### src/design/issf_pkg.sv
package issf_pkg;
   // register byte offsets on the wishbone slave
   localparam logic [7:0]  ADR_CONTROL   = 8'h00;
   localparam logic [7:0]  ADR_STATUS    = 8'h04;
   localparam logic [7:0]  ADR_ID0       = 8'h08;
   localparam int          NUM_IDS       = 4;
   // slave_control_reg field positions
   localparam int          CTL_EARLY_EN  = 0;
   localparam int          CTL_NACK_EN   = 1;
   localparam int          CTL_RX_IRQ_EN = 2;
   localparam int          CTL_TX_IRQ_EN = 3;
   localparam int          CTL_GC_EN     = 4;
   localparam int          CTL_GC_CLR    = 5;
   localparam int          CTL_W         = 5;
   localparam logic [4:0]  CTL_RESET     = 5'h00;
   localparam logic [6:0]  ID_RESET      = 7'h00;
   // slave_status_reg field positions
   localparam int          ST_EARLY      = 0;
   localparam int          ST_UNDERFLOW  = 1;
   localparam int          ST_TX_REQ     = 2;
   localparam int          ST_RX_REQ     = 3;
   localparam int          ST_RX_OVF     = 4;
   localparam int          ST_NACK       = 5;
   localparam int          ST_BUSY       = 6;
   localparam int          ST_GC         = 7;
   localparam logic [6:0]  GC_ADDR       = 7'h00;
   localparam logic [3:0]  BITS_PER_BYTE = 4'h8;
   localparam logic [3:0]  RW_BIT_IDX    = 4'h7;

   // bus protocol tracker states
   typedef enum logic [5:0] {
      ST_IDLE   = 6'b000001,
      ST_ADDR   = 6'b000010,
      ST_AACK   = 6'b000100,
      ST_WDATA  = 6'b001000,
      ST_DACK   = 6'b010000,
      ST_IGNORE = 6'b100000
   } issf_state_t;
endpackage

### src/design/issf_line_if.sv
`timescale 1ns/1ns
`default_nettype none
// conditioned i2c line events from the synchroniser to the flag logic
interface issf_line_if;
   logic scl;
   logic sda;
   logic scl_rise;
   logic scl_fall;
   logic start_det;
   logic stop_det;
   modport src (output scl, sda, scl_rise, scl_fall, start_det, stop_det);
   modport snk (input scl, sda, scl_rise, scl_fall, start_det, stop_det);
endinterface
`default_nettype wire

### src/design/issf_line_sync.sv
`timescale 1ns/1ns
`default_nettype none
module issf_line_sync (
   input  wire logic i_mclk,     // peripheral clock
   input  wire logic i_rstn,     // async reset, active low
   input  wire logic i_scl,      // scl pin level
   input  wire logic i_sda,      // sda pin level
   issf_line_if.src  line        // conditioned levels and events
);
   logic [2:0] scl_ff, next_scl_ff;
   logic [2:0] sda_ff, next_sda_ff;
   logic       scl_lvl, next_scl_lvl;
   logic       sda_lvl, next_sda_lvl;
   logic       rise, next_rise;
   logic       fall, next_fall;
   logic       start, next_start;
   logic       stop, next_stop;

   ////////////////////////////////////////////////////////////////////////
   // a level counts only once stages two and three agree; stage one feeds stage two only
   always_comb begin
      next_scl_ff  = {scl_ff[1:0], i_scl};
      next_sda_ff  = {sda_ff[1:0], i_sda};
      next_scl_lvl = (scl_ff[1] == scl_ff[2]) ? scl_ff[2] : scl_lvl;
      next_sda_lvl = (sda_ff[1] == sda_ff[2]) ? sda_ff[2] : sda_lvl;
      next_rise    = next_scl_lvl & ~scl_lvl;
      next_fall    = ~next_scl_lvl & scl_lvl;
      // sda moving while scl stays high frames a transfer
      next_start   = ~next_sda_lvl & sda_lvl & scl_lvl & next_scl_lvl;
      next_stop    = next_sda_lvl & ~sda_lvl & scl_lvl & next_scl_lvl;
   end

   // idle bus is high, so reset to high to avoid a false start
   always_ff @(posedge i_mclk or negedge i_rstn) begin
      if (!i_rstn) begin
         scl_ff  <= 3'h7;
         sda_ff  <= 3'h7;
         scl_lvl <= 1'b1;
         sda_lvl <= 1'b1;
         rise    <= 1'b0;
         fall    <= 1'b0;
         start   <= 1'b0;
         stop    <= 1'b0;
      end else begin
         scl_ff  <= next_scl_ff;
         sda_ff  <= next_sda_ff;
         scl_lvl <= next_scl_lvl;
         sda_lvl <= next_sda_lvl;
         rise    <= next_rise;
         fall    <= next_fall;
         start   <= next_start;
         stop    <= next_stop;
      end
   end

   assign line.scl       = scl_lvl;
   assign line.sda       = sda_lvl;
   assign line.scl_rise  = rise;
   assign line.scl_fall  = fall;
   assign line.start_det = start;
   assign line.stop_det  = stop;
endmodule
`default_nettype wire

### src/design/issf_top.sv
// Added by the designer: the register offsets and the Wishbone slave port.
`timescale 1ns/1ns
`default_nettype none
module issf_top (
   input  wire logic                i_mclk,          // peripheral clock, 100 MHz
   input  wire logic                i_rstn,          // async reset, active low
   input  wire logic                i_wb_cyc,        // wishbone cycle
   input  wire logic                i_wb_stb,        // wishbone strobe
   input  wire logic                i_wb_we,         // wishbone write enable
   input  wire logic [7:0]          i_wb_adr,        // wishbone byte address
   input  wire logic [31:0]         i_wb_dat,        // wishbone write data
   input  wire logic [3:0]          i_wb_sel,        // wishbone byte lanes
   output logic      [31:0]         o_wb_dat,        // wishbone read data
   output logic                     o_wb_ack,        // wishbone acknowledge
   input  wire logic                i_scl,           // scl pin
   input  wire logic                i_sda,           // sda pin input
   output logic                     o_sda,           // sda pin output, always low
   output logic                     o_sda_oe,        // sda drive enable, high pulls low
   input  wire logic                i_rx_fifo_empty, // slave receive fifo empty
   input  wire logic                i_rx_fifo_full,  // slave receive fifo full
   input  wire logic                i_rx_fifo_wr,    // byte written to receive fifo
   input  wire logic                i_tx_fifo_empty, // slave transmit fifo empty
   output logic                     o_rx_irq,        // receive interrupt request
   output logic                     o_tx_irq         // transmit interrupt request
);
   import issf_pkg::*;

   issf_line_if line ();

   issf_line_sync u_sync (
      .i_mclk (i_mclk),
      .i_rstn (i_rstn),
      .i_scl  (i_scl),
      .i_sda  (i_sda),
      .line   (line)
   );

   ////////////////////////////////////////////////////////////////////////
   // register file and wishbone slave
   logic [CTL_W-1:0] ctl, next_ctl;
   logic [6:0]       id [NUM_IDS], next_id [NUM_IDS];
   logic             ack, next_ack;
   logic [31:0]      rdat, next_rdat;
   logic [15:0]      status;
   logic             wr_fire, rd_status, gc_clr;

   // a write lands on the edge where the master samples ack
   assign wr_fire   = i_wb_cyc & i_wb_stb & i_wb_we & ack & i_wb_sel[0];
   assign rd_status = i_wb_cyc & i_wb_stb & ~i_wb_we & ack & (i_wb_adr == ADR_STATUS);
   assign gc_clr    = wr_fire & (i_wb_adr == ADR_CONTROL) & i_wb_dat[CTL_GC_CLR];

   always_comb begin
      next_ack  = i_wb_cyc & i_wb_stb & ~ack;
      next_ctl  = ctl;
      next_rdat = rdat;
      for (int k = 0; k < NUM_IDS; k++) begin
         next_id[k] = id[k];
      end
      if (wr_fire && i_wb_adr == ADR_CONTROL) begin
         next_ctl = i_wb_dat[CTL_W-1:0];
      end
      for (int k = 0; k < NUM_IDS; k++) begin
         if (wr_fire && i_wb_adr == ADR_ID0 + 8'(4 * k)) begin
            next_id[k] = i_wb_dat[6:0];
         end
      end
      // read data is latched on the same edge that raises ack; unmapped reads return zero
      if (next_ack) begin
         next_rdat = 32'h0000_0000;
         if (i_wb_adr == ADR_CONTROL) begin
            next_rdat = {27'h000_0000, ctl};
         end else if (i_wb_adr == ADR_STATUS) begin
            next_rdat = {16'h0000, status};
         end
         for (int k = 0; k < NUM_IDS; k++) begin
            if (i_wb_adr == ADR_ID0 + 8'(4 * k)) begin
               next_rdat = {25'h000_0000, id[k]};
            end
         end
      end
   end

   always_ff @(posedge i_mclk or negedge i_rstn) begin
      if (!i_rstn) begin
         ack  <= 1'b0;
         rdat <= 32'h0000_0000;
         ctl  <= CTL_RESET;
         for (int k = 0; k < NUM_IDS; k++) begin
            id[k] <= ID_RESET;
         end
      end else begin
         ack  <= next_ack;
         rdat <= next_rdat;
         ctl  <= next_ctl;
         for (int k = 0; k < NUM_IDS; k++) begin
            id[k] <= next_id[k];
         end
      end
   end

   assign o_wb_ack = ack;
   assign o_wb_dat = rdat;

   ////////////////////////////////////////////////////////////////////////
   // address comparison against each slave id
   logic [NUM_IDS-1:0] id_hit;
   logic               hit_now, gc_now, early_en, nack_en;
   logic [7:0]         shift, next_shift;

   for (genvar g = 0; g < NUM_IDS; g++) begin : g_match
      assign id_hit[g] = (shift[6:0] == id[g]);
   end
   assign hit_now  = |id_hit;
   assign gc_now   = ctl[CTL_GC_EN] & (shift[6:0] == GC_ADDR) & ~line.sda;
   assign early_en = ctl[CTL_EARLY_EN];
   assign nack_en  = ctl[CTL_NACK_EN];

   ////////////////////////////////////////////////////////////////////////
   // bus protocol tracker
   issf_state_t state, next_state;
   logic [3:0]  bitcnt, next_bitcnt;
   logic        hit_q, next_hit_q;
   logic        gc_q, next_gc_q;
   logic        rw_q, next_rw_q;
   logic        oe, next_oe;
   logic        rw_rise, decide, ack_ok;

   // rw_rise: rising scl of the direction bit; decide: falling scl ending the address byte
   assign rw_rise = (state == ST_ADDR) & line.scl_rise & (bitcnt == RW_BIT_IDX);
   assign decide  = (state == ST_ADDR) & line.scl_fall & (bitcnt == BITS_PER_BYTE);
   // reads are nacked when there is nothing to send
   assign ack_ok  = gc_q | (hit_q & ~nack_en & ~(rw_q & i_tx_fifo_empty));

   always_comb begin
      next_state  = state;
      next_shift  = shift;
      next_bitcnt = bitcnt;
      next_hit_q  = hit_q;
      next_gc_q   = gc_q;
      next_rw_q   = rw_q;
      next_oe     = oe;
      if (line.start_det) begin
         next_state  = ST_ADDR;
         next_bitcnt = 4'h0;
         next_oe     = 1'b0;
      end else if (line.stop_det) begin
         next_state = ST_IDLE;
         next_oe    = 1'b0;
      end else begin
         case (state)
            ST_ADDR: begin
               if (line.scl_rise) begin
                  next_shift  = {shift[6:0], line.sda};
                  next_bitcnt = bitcnt + 4'h1;
               end
               if (rw_rise) begin
                  next_hit_q = hit_now;
                  next_gc_q  = gc_now;
                  next_rw_q  = line.sda;
               end
               if (decide) begin
                  next_state = (hit_q | gc_q) ? ST_AACK : ST_IGNORE;
                  next_oe    = ack_ok;
               end
            end
            ST_AACK: begin
               if (line.scl_fall) begin
                  next_oe     = 1'b0;
                  next_bitcnt = 4'h0;
                  // no data path here: a read phase is only watched until the next stop or start
                  next_state  = (oe && !rw_q) ? ST_WDATA : ST_IGNORE;
               end
            end
            ST_WDATA: begin
               if (line.scl_rise) begin
                  next_bitcnt = bitcnt + 4'h1;
               end
               if (line.scl_fall && bitcnt == BITS_PER_BYTE) begin
                  next_state = ST_DACK;
                  next_oe    = ~nack_en;
               end
            end
            ST_DACK: begin
               if (line.scl_fall) begin
                  next_oe     = 1'b0;
                  next_bitcnt = 4'h0;
                  next_state  = oe ? ST_WDATA : ST_IGNORE;
               end
            end
            ST_IDLE, ST_IGNORE: begin
               next_oe = 1'b0;
            end
            default: begin
               next_state = ST_IDLE;
               next_oe    = 1'b0;
            end
         endcase
      end
   end

   always_ff @(posedge i_mclk or negedge i_rstn) begin
      if (!i_rstn) begin
         state  <= ST_IDLE;
         shift  <= 8'h00;
         bitcnt <= 4'h0;
         hit_q  <= 1'b0;
         gc_q   <= 1'b0;
         rw_q   <= 1'b0;
         oe     <= 1'b0;
      end else begin
         state  <= next_state;
         shift  <= next_shift;
         bitcnt <= next_bitcnt;
         hit_q  <= next_hit_q;
         gc_q   <= next_gc_q;
         rw_q   <= next_rw_q;
         oe     <= next_oe;
      end
   end

   assign o_sda    = 1'b0;
   assign o_sda_oe = oe;

   ////////////////////////////////////////////////////////////////////////
   // status flags; in every flag the set term is applied last so it wins
   logic busy, next_busy;
   logic nack, next_nack;
   logic ovf, next_ovf;
   logic rxq, next_rxq;
   logic txq, next_txq;
   logic ufl, next_ufl;
   logic etx, next_etx;
   logic etx_done, next_etx_done;
   logic gcf, next_gcf;
   logic etx_set;

   // early flag may fire once per transfer, then waits for a new start or stop
   assign etx_set = ~etx_done & (early_en ? (rw_rise & ~line.sda & hit_now)
                                          : (busy & i_tx_fifo_empty));

   always_comb begin
      next_busy     = busy;
      next_nack     = nack;
      next_ovf      = ovf;
      next_txq      = txq;
      next_ufl      = ufl;
      next_etx      = etx;
      next_etx_done = etx_done;
      next_gcf      = gcf;
      next_rxq      = ~i_rx_fifo_empty;
      if (line.stop_det || (decide && !hit_q && !gc_q)) begin
         next_busy = 1'b0;
      end
      if (line.start_det) begin
         next_busy = 1'b1;
      end
      // per-transfer flags fall back at every new start
      if (line.start_det) begin
         next_nack = 1'b0;
         next_ovf  = 1'b0;
         next_ufl  = 1'b0;
      end
      if (line.start_det || line.stop_det || !i_tx_fifo_empty) begin
         next_txq = 1'b0;
      end
      if (line.start_det || line.stop_det) begin
         next_etx_done = 1'b0;
      end
      if (rd_status) begin
         next_etx = 1'b0;
      end
      if (gc_clr) begin
         next_gcf = 1'b0;
      end
      if (decide && (hit_q | gc_q) && !ack_ok) begin
         next_nack = 1'b1;
      end
      if (i_rx_fifo_wr && i_rx_fifo_full) begin
         next_ovf = 1'b1;
      end
      if (early_en ? (rw_rise && line.sda && hit_now) : (decide && rw_q && hit_q)) begin
         next_txq = 1'b1;
      end
      if (rw_rise && line.sda && hit_now && i_tx_fifo_empty) begin
         next_ufl = 1'b1;
      end
      if (etx_set) begin
         next_etx      = 1'b1;
         next_etx_done = 1'b1;
      end
      if (decide && gc_q) begin
         next_gcf = 1'b1;
      end
   end

   always_ff @(posedge i_mclk or negedge i_rstn) begin
      if (!i_rstn) begin
         busy     <= 1'b0;
         nack     <= 1'b0;
         ovf      <= 1'b0;
         rxq      <= 1'b0;
         txq      <= 1'b0;
         ufl      <= 1'b0;
         etx      <= 1'b0;
         etx_done <= 1'b0;
         gcf      <= 1'b0;
      end else begin
         busy     <= next_busy;
         nack     <= next_nack;
         ovf      <= next_ovf;
         rxq      <= next_rxq;
         txq      <= next_txq;
         ufl      <= next_ufl;
         etx      <= next_etx;
         etx_done <= next_etx_done;
         gcf      <= next_gcf;
      end
   end

   // status word; bits not built here read as zero
   always_comb begin
      status               = 16'h0000;
      status[ST_EARLY]     = etx;
      status[ST_UNDERFLOW] = ufl;
      status[ST_TX_REQ]    = txq;
      status[ST_RX_REQ]    = rxq;
      status[ST_RX_OVF]    = ovf;
      status[ST_NACK]      = nack;
      status[ST_BUSY]      = busy;
      status[ST_GC]        = gcf;
   end

   // request levels; they follow the flags, not sticky on their own
   assign o_rx_irq = rxq & ctl[CTL_RX_IRQ_EN];
   assign o_tx_irq = txq & ctl[CTL_TX_IRQ_EN];
endmodule
`default_nettype wire

### config.mk
export PLATFORM = sky130hd
export DESIGN_NAME = issf_top
export DESIGN_NICKNAME = d
export VERILOG_FILES = /design/src/design/issf_pkg.sv /design/src/design/issf_line_if.sv /design/src/design/issf_line_sync.sv /design/src/design/issf_top.sv
export SDC_FILE = /design/constraint.sdc
export NUM_CORES = 1
export LEC_CHECK = 0
export BUFFER_PORTS_ARGS = -buffer_cell sky130_fd_sc_hd__buf_2
export CAP_MARGIN = 20
export CELL_PAD_IN_SITES_DETAIL_PLACEMENT = 1
export CELL_PAD_IN_SITES_GLOBAL_PLACEMENT = 2
export CORE_AREA = 10 10 167 91
export DETAILED_ROUTE_END_ITERATION = 12
export DIE_AREA = 0 0 177 101
export PLACE_DENSITY = 0.93
export SYNTH_ARGS = -nofsm -noshare
export SYNTH_HDL_FRONTEND = slang
export SYNTH_SLANG_ARGS = --single-unit
### constraint.sdc
create_clock -name i_mclk -period 3.4 [get_ports i_mclk]
set_clock_uncertainty 0.05 [all_clocks]
set_input_delay 1.02 -clock i_mclk [delete_from_list [all_inputs] [get_ports i_mclk]]
set_output_delay 1.02 -clock i_mclk [all_outputs]
set_load 0.02 [all_outputs]
==> impl_metrics.env <==
export IMPL_setup_viol=0
export IMPL_dominantRegCellSynth="sky130_fd_sc_hd__dfrtp_1"
export IMPL_synth_enable_flop_cells=0
export IMPL_switching_share_pct=29.6
export IMPL_hold_path_class="register to register"
export IMPL_initial_antenna_violation_count=0
export IMPL_overflow=0
export IMPL_setup_total_negative_slack_ps=0
export IMPL_combinationalPowerShare_pct=11.8
export IMPL_drt_first_iter_violations=312
export IMPL_worstSetupStartpointType="primary input"
export IMPL_ant_nets=0
export IMPL_die_w_um=177
export IMPL_netlist_instances=419
export IMPL_worstPathArrival_ps=2920
export IMPL_cts_htree_levels=3
export IMPL_boundary_pins=92
export IMPL_die_area_um2=17900
export IMPL_post_synth_top_area_fraction_pct=42.2
export IMPL_timing_worst_setup_path_type="primary input to register"
export IMPL_groute_usage_overall_pct=15.1
export IMPL_relSlewSlack_pct=59.8
export IMPL_initial_cell_density_of_the_core_pct=36.0
export IMPL_yosys_register_bits=84
export IMPL_diodes=0
export IMPL_fillers=1384
export IMPL_cts_repair_resize_count=0
export IMPL_synthArstFlopShare_pct=100
export IMPL_status="completed"
export IMPL_grt_max_degree=85
export IMPL_synth_top_area_cells="sky130_fd_sc_hd__dfrtp_1 (42%), sky130_fd_sc_hd__mux2_2 (10%), sky130_fd_sc_hd__xnor2_1 (5.7%)"
export IMPL_clock_latency_ps=350
export IMPL_hold_violations=0
export IMPL_gpl_final_weighted_congestion=0.891
export IMPL_wl_per_cell_um=21.4
export IMPL_clock_tree_root_buffer_cell="sky130_fd_sc_hd__clkbuf_16"
export IMPL_min_period_over_period_pct=80.5
export IMPL_irDropWorstVdd_mv=0.236
export IMPL_routed_wl_um=13400
export IMPL_netlist_area_um2=4450
export IMPL_drc=0
export IMPL_drv_slew=0
export IMPL_crit_required_ps=3580
export IMPL_ys_warnings_count=0
export IMPL_tritoncts_clock_tree="yes"
export IMPL_worst_setup_path_end_kind="register"
export IMPL_route_detailed_vias_per_inst=5.37
export IMPL_max_freq_ghz=0.365
export IMPL_worst_pin_slew_ps=598
export IMPL_wire_length_of_the_first_global_routing_pass_um=20900
export IMPL_syn_to_final_growth_pct=12.9
export IMPL_worstPathMaxFanout=8
export IMPL_first_global_vias=3555
export IMPL_detailroute_via_count=3377
export IMPL_max_cap_violations=0
export IMPL_floorplan_die_height_um=101
export IMPL_numPortBuffers=38
export IMPL_whs_ps=306
export IMPL_power_density_nw_per_um2=471
export IMPL_period_needed_ps=2740
export IMPL_worst_setup_hold_path_clk_slew_ps=70
export IMPL_yosysTopAreaCell="sky130_fd_sc_hd__dfrtp_1"
export IMPL_post_synth_num_cell_types=63
export IMPL_fp_row_count=29
export IMPL_fin_nets=511
export IMPL_drt_pass1_iterations=4
export IMPL_rsz0062_at_grt="false"
export IMPL_number_of_clock_buffers_inserted_by_tritoncts=9
export IMPL_dp_hpwl_um=10100
export IMPL_seq_power_share_pct=46.6
export IMPL_drive_gt1_share_pct=27.9
export IMPL_post_syn_area_per_cell_um2=10.6
export IMPL_post_cts_setup_buffer_count=0
export IMPL_clkPwrFrac_pct=41.7
export IMPL_total_switching_power_mw=0.700
export IMPL_cellLeakagePower_nw=2.27
export IMPL_clock_sink_count=84
export IMPL_yosysSeqAreaShare_pct=47.5
export IMPL_coreArea_um2=12400
export IMPL_holdBufCountCts=0
export IMPL_cts_buffer_depth=2
export IMPL_power_report_internal_total_mw=1.66
==> sequential cells by signal, indices dropped and copies added, names as in the netlist, 3 cells and up <==
signal and flops:
o_wb_dat 8, state 6, ctl 5, bitcnt 4
id 28, u_sync.sda_ff 3, u_sync.scl_ff 3, shift 7
==> power groups by stage <==
stage | clock, mW | combinational [mW] | sequential, mW
final | 0.985 | 0.278 | 1.10
after global routing | 1.04 | 0.308 | 1.11
after CTS | 1.00 | 0.275 | 1.10
after detailed placement | 0 | 0.273 | 1.12
after global placement | 0 | 0.261 | 1.11
after floorplan | 0 | 0.206 | 1.09
==> routing by layer <==
layer  wire (um)  part of all wire [%]  global-route usage, %  vias up
met5           0                     0                      0        -
met3        1060                   7.9                   4.08        7
met2        5460                    41                   20.3      116
li1            -                     -                      -     1496
met4          82                  0.61                   3.08        0
met1        6830                    51                   23.0     1758
==> cells in the mapped netlist, types with 3 or more instances <==
cell type                  instances
sky130_fd_sc_hd__a211oi_1          6
sky130_fd_sc_hd__a21oi_1           5
sky130_fd_sc_hd__a221oi_1          5
sky130_fd_sc_hd__a31oi_1           3
sky130_fd_sc_hd__buf_2             3
sky130_fd_sc_hd__buf_4            25
sky130_fd_sc_hd__clkbuf_1         13
sky130_fd_sc_hd__dfrtp_1          75
sky130_fd_sc_hd__dfstp_2           9
sky130_fd_sc_hd__inv_1            11
sky130_fd_sc_hd__mux2_2           40
sky130_fd_sc_hd__mux2i_1           4
sky130_fd_sc_hd__nand2_1          36
sky130_fd_sc_hd__nand2b_1          8
sky130_fd_sc_hd__nand3_1          15
sky130_fd_sc_hd__nand4_1           8
sky130_fd_sc_hd__nand4b_1          3
sky130_fd_sc_hd__nor2_1           33
sky130_fd_sc_hd__nor3_1            5
sky130_fd_sc_hd__nor3b_1           4
sky130_fd_sc_hd__nor4_1            4
sky130_fd_sc_hd__o21ai_0          12
sky130_fd_sc_hd__o21bai_1          5
sky130_fd_sc_hd__o31ai_1           6
sky130_fd_sc_hd__xnor2_1          29
sky130_fd_sc_hd__xor2_1            3
==> placed cells by master, fill, tap and decap left out, types with 3 or more instances in the layout <==
cell	instances
sky130_fd_sc_hd__conb_1	25
sky130_fd_sc_hd__a211oi_1	6
sky130_fd_sc_hd__nand4_1	8
sky130_fd_sc_hd__nor3_1	5
sky130_fd_sc_hd__dfstp_2	9
sky130_fd_sc_hd__nand3_1	15
sky130_fd_sc_hd__nor4_1	4
sky130_fd_sc_hd__xor2_1	3
sky130_fd_sc_hd__a221oi_1	5
sky130_fd_sc_hd__buf_2	37
sky130_fd_sc_hd__xnor2_1	29
sky130_fd_sc_hd__dfrtp_1	75
sky130_fd_sc_hd__clkbuf_16	9
sky130_fd_sc_hd__a31oi_1	3
sky130_fd_sc_hd__nand2b_1	8
sky130_fd_sc_hd__buf_4	5
sky130_fd_sc_hd__o21bai_1	5
sky130_fd_sc_hd__mux2_2	40
sky130_fd_sc_hd__nand2_1	36
sky130_fd_sc_hd__o21ai_0	12
sky130_fd_sc_hd__nand4b_1	3
sky130_fd_sc_hd__inv_8	4
sky130_fd_sc_hd__o31ai_1	6
sky130_fd_sc_hd__a21oi_1	5
sky130_fd_sc_hd__inv_1	11
sky130_fd_sc_hd__nor2_1	33
sky130_fd_sc_hd__mux2i_1	4
sky130_fd_sc_hd__nor3b_1	4
==> area by class of cell <==
type | count | area, um2 | share of cell area (%)
inverter | 11 | 41.3 | 0.822
timing repair buffer | 43 | 243 | 4.83
clock inverter | 7 | 71.3 | 1.42
tap | 170 | 213 | 4.23
multi-input combinational | 305 | 2120 | 42.2
clock buffer | 9 | 225 | 4.48
sequential | 84 | 2110 | 42.1
==> metrics by stage <==
step	instance area, um2	std cells	util, %	power, mW	worst slack [ps]
finish	5020	629	40.6	2.36	663
global route	5020	629	40.6	2.46	522
CTS	5020	629	40.6	2.38	714
detailed placement	4730	613	38.2	1.39	413
global placement	4730	613	38.2	1.37	541
floorplan	4540	443	-	1.30	862
==> worst paths after layout <==
check	start	to	slack, ps	depth (start not counted)
setup / recovery	i_wb_adr[7]	ctl[4]	660	6
hold reg to reg	u_sync.scl_ff[0]	u_sync.scl_ff[1]	310	0
hold / removal	u_sync.scl_ff[0]	u_sync.scl_ff[1]	310	0
setup reg to reg	state[4]	rw_q	1050	4
max in group asynchronous	i_rstn	u_sync.line.scl	2260	2
min in group asynchronous	i_rstn	state[3]	630	2
==> cell families after synthesis <==
logic type / share of synthesized area, %
buffers and inverters: 6.92
adder cells (fa/ha/maj): 1.01
XOR/XNOR: 6.30
multiplexers: 11.4
AO/OA/AOI/OAI: 9.39
AND/OR/NAND/NOR: 17.4
flip-flops: 47.5
other: 0.0843
==> worst max-delay path: stages <==
cell and delay, ps:
sky130_fd_sc_hd__buf_2 120, sky130_fd_sc_hd__nor4_2 570, sky130_fd_sc_hd__nand2_1 370, sky130_fd_sc_hd__nor2_1 220, sky130_fd_sc_hd__nand2_1 260, sky130_fd_sc_hd__mux2_2 360
Note: power is estimated with default switching activity, not from simulation.
